$ cat src/rtl/bdw_regs.vh
// constants of the button decoder and converter writer
`ifndef BDW_REGS_VH
`define BDW_REGS_VH
// ==========================================
// register byte offsets
`define BDW_OFS_CTRL 5'h00
`define BDW_OFS_SAMPLE 5'h04
`define BDW_OFS_BUTTON 5'h08
`define BDW_OFS_DISP 5'h0C
`define BDW_OFS_IRQ_STATUS 5'h10
`define BDW_OFS_IRQ_ENABLE 5'h14
`define BDW_OFS_IRQ_CLEAR 5'h18
// ==========================================
// field positions
`define BDW_CTRL_MONITOR 0
`define BDW_DISP_NEWREF 8
`define BDW_EV_CHANGE 0
`define BDW_EV_PRESS 1
`define BDW_EV_DACDONE 2
`define BDW_EV_REFUSED 3
`define BDW_EV_TXDONE 4
`define BDW_EV_W 5
// ==========================================
// reset values and word framing
`define BDW_LINES_IDLE 4'hF
`define BDW_DAC_CTRL_BITS 3'h0
`define BDW_DAC_FILL_BITS 3'h0
`define BDW_DAC_LAST_BIT 4'hF
`define BDW_UART_LAST_BIT 4'h9
// ==========================================
// button line patterns, pressed lines as ones, and codes
`define BDW_PAT_LEFT 4'h1
`define BDW_PAT_RIGHT 4'h2
`define BDW_PAT_UP 4'h4
`define BDW_PAT_DOWN 4'h8
`define BDW_PAT_CENTRE 4'h3
`define BDW_BTN_NONE 3'h0
`define BDW_BTN_LEFT 3'h1
`define BDW_BTN_RIGHT 3'h2
`define BDW_BTN_UP 3'h3
`define BDW_BTN_DOWN 3'h4
`define BDW_BTN_CENTRE 3'h5
`define BDW_BTN_INVALID 3'h7
// ==========================================
// rates and times
`define BDW_SYS_HZ 40000000
`define BDW_BASE_HZ 20000000
`define BDW_BAUD 115200
`define BDW_SCLK_HALF_NS 100
`define BDW_DEBOUNCE_MS 20
`define BDW_REFRESH_PER_S 10
`endif

$ cat src/rtl/bdw_button_dac.v
// button decoder, display transmitter and serial converter writer
//
// Implementation choices: the Avalon-MM register port and the register addresses.
`timescale 1ns/1ps
`default_nettype none
`include "bdw_regs.vh"

// Function
// - any toggle on four lines raises change
// - decode line pattern into one of five
// - lines active low, zero means pressed
// - debounce timer gives one action per press
// - converter word is exactly sixteen bits
// - first three control bits sent as zero
// - ten sample bits follow, msb first
// - last three filler bits sent as zero
// - select active low, data accepted while low
// - hold converter while display or button serviced
// - at most ten display refreshes per second; limited only in monitor mode
// - display link runs at 115200 baud
// - logic paced by a 20 MHz base
module bdw_button_dac #(
	parameter DEBOUNCE_TICKS = `BDW_DEBOUNCE_MS * (`BDW_BASE_HZ / 1000),
	parameter REFRESH_TICKS = `BDW_BASE_HZ / `BDW_REFRESH_PER_S
) (
	input wire clk_sys,
	input wire sys_rst,
	input wire [4:0] avs_address,
	input wire avs_read,
	input wire avs_write,
	input wire [31:0] avs_writedata,
	output reg [31:0] avs_readdata,
	output reg avs_waitrequest,
	input wire [3:0] btnLinesN,
	output reg dacSelN,
	output reg dacSclk,
	output reg dacDin,
	output reg dispTx,
	output reg irq
);
	localparam BASE_DIV = `BDW_SYS_HZ / `BDW_BASE_HZ;
	localparam BAUD_DIV = `BDW_BASE_HZ / `BDW_BAUD;
	localparam HALF_TICKS = (`BDW_SCLK_HALF_NS * (`BDW_BASE_HZ / 1000000) + 999) / 1000;
	localparam [1:0] ST_IDLE = 2'h0;
	localparam [1:0] ST_SHIFT = 2'h1;
	localparam [1:0] ST_END = 2'h2;

	function [2:0] decodeButton;
		input [3:0] pressed;
		begin
			case (pressed)
				4'h0: decodeButton = `BDW_BTN_NONE;
				`BDW_PAT_LEFT: decodeButton = `BDW_BTN_LEFT;
				`BDW_PAT_RIGHT: decodeButton = `BDW_BTN_RIGHT;
				`BDW_PAT_UP: decodeButton = `BDW_BTN_UP;
				`BDW_PAT_DOWN: decodeButton = `BDW_BTN_DOWN;
				`BDW_PAT_CENTRE: decodeButton = `BDW_BTN_CENTRE;
				default: decodeButton = `BDW_BTN_INVALID;
			endcase
		end
	endfunction

	// ==========================================
	// base tick
	reg [7:0] baseCnt_reg;
	reg baseTick_reg;
	always @(posedge clk_sys) begin
		if (sys_rst) begin
			baseCnt_reg <= 8'h00;
			baseTick_reg <= 1'b0;
		end else if (baseCnt_reg == BASE_DIV[7:0] - 8'h01) begin
			baseCnt_reg <= 8'h00;
			baseTick_reg <= 1'b1;
		end else begin
			baseCnt_reg <= baseCnt_reg + 8'h01;
			baseTick_reg <= 1'b0;
		end
	end

	// ==========================================
	// bus slave
	wire wrCommit = avs_write && !avs_waitrequest;
	wire wrSample = wrCommit && avs_address == `BDW_OFS_SAMPLE;
	wire wrDisp = wrCommit && avs_address == `BDW_OFS_DISP;
	reg monitorMode_reg;
	reg [`BDW_EV_W-1:0] irqStatus_reg;
	reg [`BDW_EV_W-1:0] irqEnable_reg;
	reg [9:0] lastSample_reg;
	reg [9:0] pendSample_reg;
	reg pend_reg;
	reg [1:0] dacState_reg;
	reg [2:0] btnCode_reg;
	reg [3:0] syncB_reg;
	reg dbActive_reg;
	reg txBusy_reg;
	reg [31:0] readMux;
	always @* begin
		readMux = 32'h0000_0000;
		case (avs_address)
			`BDW_OFS_CTRL: readMux[`BDW_CTRL_MONITOR] = monitorMode_reg;
			`BDW_OFS_SAMPLE: readMux = {14'h0000, dacState_reg != ST_IDLE, pend_reg, 6'h00, lastSample_reg};
			`BDW_OFS_BUTTON: readMux = {23'h00_0000, dbActive_reg, syncB_reg, 1'b0, btnCode_reg};
			`BDW_OFS_DISP: readMux[0] = txBusy_reg;
			`BDW_OFS_IRQ_STATUS: readMux[`BDW_EV_W-1:0] = irqStatus_reg;
			`BDW_OFS_IRQ_ENABLE: readMux[`BDW_EV_W-1:0] = irqEnable_reg;
			default: readMux = 32'h0000_0000;
		endcase
	end
	always @(posedge clk_sys) begin
		if (sys_rst) begin
			avs_waitrequest <= 1'b1;
			avs_readdata <= 32'h0000_0000;
			monitorMode_reg <= 1'b0;
			irqEnable_reg <= {`BDW_EV_W{1'b0}};
		end else begin
			// one wait cycle, answer on the second
			if ((avs_read || avs_write) && avs_waitrequest) begin
				avs_waitrequest <= 1'b0;
				avs_readdata <= avs_read ? readMux : 32'h0000_0000;
			end else begin
				avs_waitrequest <= 1'b1;
			end
			if (wrCommit && avs_address == `BDW_OFS_CTRL)
				monitorMode_reg <= avs_writedata[`BDW_CTRL_MONITOR];
			if (wrCommit && avs_address == `BDW_OFS_IRQ_ENABLE)
				irqEnable_reg <= avs_writedata[`BDW_EV_W-1:0];
		end
	end

	// ==========================================
	// button lines
	reg [3:0] syncA_reg;
	reg [3:0] prev_reg;
	reg [3:0] stable_reg;
	reg [21:0] dbCnt_reg;
	reg evChange_reg;
	reg evPress_reg;
	wire [3:0] pressedNow = ~syncB_reg;
	always @(posedge clk_sys) begin
		if (sys_rst) begin
			syncA_reg <= `BDW_LINES_IDLE;
			syncB_reg <= `BDW_LINES_IDLE;
			prev_reg <= `BDW_LINES_IDLE;
			stable_reg <= `BDW_LINES_IDLE;
			dbCnt_reg <= 22'h00_0000;
			dbActive_reg <= 1'b0;
			btnCode_reg <= `BDW_BTN_NONE;
			evChange_reg <= 1'b0;
			evPress_reg <= 1'b0;
		end else begin
			syncA_reg <= btnLinesN;
			syncB_reg <= syncA_reg;
			prev_reg <= syncB_reg;
			evChange_reg <= syncB_reg != prev_reg;
			evPress_reg <= 1'b0;
			if (syncB_reg != prev_reg) begin
				// any bounce restarts the quiet window
				dbActive_reg <= 1'b1;
				dbCnt_reg <= 22'h00_0000;
			end else if (dbActive_reg && baseTick_reg) begin
				if (dbCnt_reg == DEBOUNCE_TICKS[21:0] - 22'h00_0001) begin
					dbActive_reg <= 1'b0;
					stable_reg <= syncB_reg;
					// only a press from released counts, release gives nothing
					if (stable_reg == `BDW_LINES_IDLE && pressedNow != 4'h0) begin
						btnCode_reg <= decodeButton(pressedNow);
						evPress_reg <= 1'b1;
					end
				end else begin
					dbCnt_reg <= dbCnt_reg + 22'h00_0001;
				end
			end
		end
	end

	// ==========================================
	// display transmitter with refresh limiter
	reg [9:0] txShift_reg;
	reg [3:0] txBit_reg;
	reg [7:0] baudCnt_reg;
	reg [21:0] gapCnt_reg;
	reg evTxDone_reg;
	reg evRefused_reg;
	wire newRefresh = avs_writedata[`BDW_DISP_NEWREF];
	wire gapOk = gapCnt_reg >= REFRESH_TICKS[21:0];
	wire txAccept = wrDisp && !txBusy_reg && (!newRefresh || !monitorMode_reg || gapOk);
	always @(posedge clk_sys) begin
		if (sys_rst) begin
			txBusy_reg <= 1'b0;
			txShift_reg <= 10'h3FF;
			txBit_reg <= 4'h0;
			baudCnt_reg <= 8'h00;
			gapCnt_reg <= REFRESH_TICKS[21:0];
			dispTx <= 1'b1;
			evTxDone_reg <= 1'b0;
			evRefused_reg <= 1'b0;
		end else begin
			evTxDone_reg <= 1'b0;
			evRefused_reg <= wrDisp && !txAccept;
			if (txAccept && newRefresh)
				gapCnt_reg <= 22'h00_0000;
			else if (baseTick_reg && !gapOk)
				gapCnt_reg <= gapCnt_reg + 22'h00_0001;
			if (txAccept) begin
				txBusy_reg <= 1'b1;
				txShift_reg <= {1'b1, avs_writedata[7:0], 1'b0};
				txBit_reg <= 4'h0;
				baudCnt_reg <= 8'h00;
				dispTx <= 1'b0;
			end else if (txBusy_reg && baseTick_reg) begin
				if (baudCnt_reg == BAUD_DIV[7:0] - 8'h01) begin
					baudCnt_reg <= 8'h00;
					if (txBit_reg == `BDW_UART_LAST_BIT) begin
						txBusy_reg <= 1'b0;
						evTxDone_reg <= 1'b1;
						dispTx <= 1'b1;
					end else begin
						txBit_reg <= txBit_reg + 4'h1;
						txShift_reg <= {1'b1, txShift_reg[9:1]};
						dispTx <= txShift_reg[1];
					end
				end else begin
					baudCnt_reg <= baudCnt_reg + 8'h01;
				end
			end
		end
	end

	// ==========================================
	// converter writer
	reg [15:0] dacShift_reg;
	reg [3:0] dacBit_reg;
	reg [7:0] halfCnt_reg;
	reg evDacDone_reg;
	// a word already in flight completes; only new starts are held
	wire serviceHold = txBusy_reg || txAccept || dbActive_reg;
	wire [15:0] dacWord = {`BDW_DAC_CTRL_BITS, pendSample_reg, `BDW_DAC_FILL_BITS};
	wire halfDone = baseTick_reg && halfCnt_reg == HALF_TICKS[7:0] - 8'h01;
	always @(posedge clk_sys) begin
		if (sys_rst) begin
			dacState_reg <= ST_IDLE;
			dacShift_reg <= 16'h0000;
			dacBit_reg <= 4'h0;
			halfCnt_reg <= 8'h00;
			pend_reg <= 1'b0;
			pendSample_reg <= 10'h000;
			lastSample_reg <= 10'h000;
			dacSelN <= 1'b1;
			dacSclk <= 1'b0;
			dacDin <= 1'b0;
			evDacDone_reg <= 1'b0;
		end else begin
			evDacDone_reg <= 1'b0;
			if (baseTick_reg)
				halfCnt_reg <= halfDone ? 8'h00 : halfCnt_reg + 8'h01;
			case (dacState_reg)
				ST_IDLE: begin
					halfCnt_reg <= 8'h00;
					if (pend_reg && !serviceHold) begin
						dacShift_reg <= dacWord;
						dacDin <= dacWord[15];
						dacSelN <= 1'b0;
						dacSclk <= 1'b0;
						dacBit_reg <= 4'h0;
						lastSample_reg <= pendSample_reg;
						pend_reg <= 1'b0;
						dacState_reg <= ST_SHIFT;
					end
				end
				ST_SHIFT: begin
					if (halfDone) begin
						if (!dacSclk) begin
							dacSclk <= 1'b1;
						end else begin
							dacSclk <= 1'b0;
							if (dacBit_reg == `BDW_DAC_LAST_BIT) begin
								dacState_reg <= ST_END;
							end else begin
								dacBit_reg <= dacBit_reg + 4'h1;
								dacShift_reg <= {dacShift_reg[14:0], 1'b0};
								dacDin <= dacShift_reg[14];
							end
						end
					end
				end
				ST_END: begin
					if (halfDone) begin
						dacSelN <= 1'b1;
						evDacDone_reg <= 1'b1;
						dacState_reg <= ST_IDLE;
					end
				end
				default: dacState_reg <= ST_IDLE;
			endcase
			// a new sample overwrites one still waiting
			if (wrSample) begin
				pendSample_reg <= avs_writedata[9:0];
				pend_reg <= 1'b1;
			end
		end
	end

	// ==========================================
	// interrupt status, enable and clear
	wire [`BDW_EV_W-1:0] events = {evTxDone_reg, evRefused_reg, evDacDone_reg, evPress_reg, evChange_reg};
	wire [`BDW_EV_W-1:0] clrMask = (wrCommit && avs_address == `BDW_OFS_IRQ_CLEAR) ?
		avs_writedata[`BDW_EV_W-1:0] : {`BDW_EV_W{1'b0}};
	always @(posedge clk_sys) begin
		if (sys_rst) begin
			irqStatus_reg <= {`BDW_EV_W{1'b0}};
			irq <= 1'b0;
		end else begin
			// set wins over clear
			irqStatus_reg <= (irqStatus_reg & ~clrMask) | events;
			irq <= |(irqStatus_reg & irqEnable_reg);
		end
	end
endmodule
`default_nettype wire

$ cat config.mk
export PLATFORM = sky130hd
export DESIGN_NAME = bdw_button_dac
export DESIGN_NICKNAME = d
export VERILOG_FILES = /design/src/rtl/bdw_button_dac.v
export VERILOG_INCLUDE_DIRS = /design/src /design/src/rtl
export SDC_FILE = /design/constraint.sdc
export NUM_CORES = 1
export LEC_CHECK = 0
export BUFFER_PORTS_ARGS = -buffer_cell sky130_fd_sc_hd__buf_2
export CORE_ASPECT_RATIO = 2
export CORE_MARGIN = 4
export CORE_UTILIZATION = 55
export DETAILED_ROUTE_END_ITERATION = 7
export GPL_TIMING_DRIVEN = 0
export MAX_ROUTING_LAYER = met4
export PLACE_DENSITY_LB_ADDON = 0.25
export SETUP_SLACK_MARGIN = 0.5
export SLEW_MARGIN = 20
export SYNTH_ARGS = -nofsm -noshare
export SYNTH_HDL_FRONTEND = slang
export SYNTH_SLANG_ARGS = --single-unit
export TNS_END_PERCENT = 20
$ cat constraint.sdc
create_clock -name clk_sys -period 2.7 [get_ports clk_sys]
set_clock_uncertainty 0.15 [all_clocks]
set_input_delay 0.54 -clock clk_sys [delete_from_list [all_inputs] [get_ports clk_sys]]
set_output_delay 0.54 -clock clk_sys [all_outputs]
set_load 0.02 [all_outputs]
==> metrics.yaml <==
run_status:
  status: "complete, no violations"
route:
  ant_nets: 0
  vias_per_cell: 5.64
  drt_iter0_markers: 302
  vias: 6593
  route.detailed.drc: 0
  drtPass1Iterations: 5
  wirelength_um: 19700
  wl_per_cell_um: 16.8
sta:
  final_max_slew_viol_count: 0
  tightest_slew_ns: 0.767
  relSlewSlack_pct: 48.1
  timing.final.crit_share_pct: 82.7
  rsz0062_at_grt: "true"
  period_needed_ns: 2.23
  clock.fmax_mhz: 448
  fin_tns_setup_ns: 0
  setup_viol: 0
  hold_viol_final: 0
  worst_hold_slack_ns: 0.139
floorplan:
  io_pins: 83
  rows: 62
  die-area_sq_um: 16900
  core_area_sq_um: 14400
  initial_core_util_pct: 56.2
  fp.dieH_um: 180
  die_w_um: 93.9
layout:
  drive_gt1_share_pct: 19.7
  n_antenna_cell: 0
  layout.nets: 1020
  finish.utilization_pct: 65.4
  area_delta_synth_final_pct: 16.3
  mostFrequentLayoutCell: "dfxtp_1"
  nFillCells: 1245
  final_cell_mix: "dfxtp_1 (174), nor2_1 (127), nand2_1 (68), buf_2 (46)"
min_path:
  hp-start: "btnLinesN[2]"
  hp-class: "input pin to register"
global_route:
  grt_max_degree: 17
  antenna_found_initial: 0
  grt_pass1_vias: 6480
  overflow: 0
  grt_pass1_wl_um: 31700
  grt_use_total_pct: 24.5
logic_synthesis:
  synth_edf_count: 0
  synth_warnings: 0
  ys_seq_area_share_pct: 43.2
  synth.distinct_cells: 82
  postSynthCellCount: 877
  async_reset_ff_share_pct: 0
  yosys_register_bits: 175
  avgSynthCellArea_sq_um: 9.25
  netlist_area_sq_um: 8110
  ys.flop_type: "dfxtp_1"
worst_setup_path:
  cp_cell_sequence: "nor4b_4, buf_4, buf_4, buf_4, a31oi_2, o21ai_4, nor4b_1, a31o_2"
  critPathTopFamily: "simple AND/OR/NAND/NOR gates"
  cp_slowest_stage_delay_ns: 0.60
  critPathRequiredTime_ns: 2.92
  crit_arrival_ns: 2.46
  slowest_stage: "nor4b_1"
  critPathMaxFanout: 7
  cp.buffers_inverters: 3
  cp_common_cell: "buf_4"
  cp-startpoint: "avs_waitrequest"
  endpoint_kind: "register"
  crit_type: "register to register"
  reg2reg_from: "avs_waitrequest"
  worstSetupStartpointType: "register"
clock_network:
  cts_max_level: 4
  cts_sinks: 175
  cts_tree: "yes"
  cts_buffer_depth: 2
  cts_buffers: 17
  path_clk_slew_ns: 0.07
  root_buffer: "clkbuf_16"
  insertion_delay_ns: 0.43
flow_run:
  cap_violations: 0
pwr:
  powerDensity_nw_per_um2: 584
  ir_drop_mv: 0.408
  leakagePower_nw: 3.56
placement:
  gp_congestion: 0.911
  port_buffers: 38
  hpwl_um: 14500
==> metal layers <==
layer / up-vias / wire length, um / share of wire, % / global-route usage (%)
met5: - / 0 / 0 / -
met4: 0 / 1100 / 5.6 / 13.6
met3: 65 / 815 / 4.1 / 5.23
met2: 162 / 10600 / 54 / 43.2
met1: 3128 / 7120 / 36 / 24.3
li1: 3238 / - / - / -
==> final timing paths <==
check                                    endpoint  depth (start not counted)  slack, ns
worst max-delay path            lastSample_reg[7]                          8       0.47
worst min-delay path                 syncA_reg[2]                          2       0.14
worst max register to register  lastSample_reg[7]                          8       0.47
worst min register to register       syncB_reg[1]                          1       0.26
==> per-stage QoR <==
step / std cells / worst slack, ns / total power, mW / cell area, sq um
after floorplan: 896 / 0.523 / 2.93 / 8180
after global placement: 1126 / -0.168 / 3.04 / 8610
after detailed placement: 1126 / -0.203 / 3.04 / 8610
after CTS: 1160 / 0.453 / 5.53 / 9280
after global routing: 1168 / 0.371 / 5.68 / 9430
final: 1168 / 0.467 / 5.51 / 9430
==> cells in the mapped netlist, types with 9 or more instances <==
master	instances	area [sq um]
dfxtp_1	175	3500
nor2_1	129	484
nand2_1	68	255
mux2i_1	38	380
xnor2_1	38	333
a21oi_1	32	160
clkbuf_1	24	90.1
nor3_1	24	120
xor2_1	24	210
buf_4	23	173
nand3_1	21	105
nand4_1	18	113
inv_1	16	60.1
and3_1	14	87.6
o21ai_0	14	70.1
nor4_1	13	81.3
ha_1	12	150
or2_2	11	68.8
a221oi_2	9	135
and2_1	9	56.3
==> logic make-up (layout without fill, tap and decap cells) <==
logic type	after synthesis	after routing	synth area share [%]
compound gates	129	129	12.9
simple gates	373	373	24.4
mux	46	46	5.89
xor+xnor	62	62	6.70
other cells	1	20	0.0462
fa+ha+maj	12	12	1.85
buf+inv	79	159	5.09
flops	175	175	43.2
==> area by class of cell <==
type / count / area (sq um) / share of cell area [%]
multi-input combinational: 642 / 4380 / 46.5
inverter: 16 / 60.1 / 0.637
clock buffer: 19 / 453 / 4.80
clock inverter: 13 / 149 / 1.58
timing repair buffer: 48 / 263 / 2.79
tap: 192 / 240 / 2.55
sequential: 175 / 3500 / 37.2
buffer: 63 / 380 / 4.03
==> what timing repair did <==
| item | CTS | global route |
|---|---|---|
| buffers inserted | 2 | 7 |
| gates resized for setup | 9 | 30 |
| pin swaps | 3 | 7 |
| endpoints found under the setup margin | 75 | 90 |
| cloned | 0 | 1 |
| hold buffers | 0 | 0 |
==> power breakdown <==
group          total, mW  switching, mW  internal, mW
clock network       2.51           1.07          1.43
registers           2.64         0.0276          2.61
logic              0.360          0.239         0.121
total               5.51           1.34          4.16
==> worst register-to-register path: stages, from the launching register on <==
cell,delay [ns]
dfxtp_2,0.40
nor4b_4,0.08
buf_4,0.13
buf_4,0.14
buf_4,0.13
a31oi_2,0.21
o21ai_4,0.15
nor4b_1,0.60
a31o_2,0.19
(Power assumes the default switching activity.)
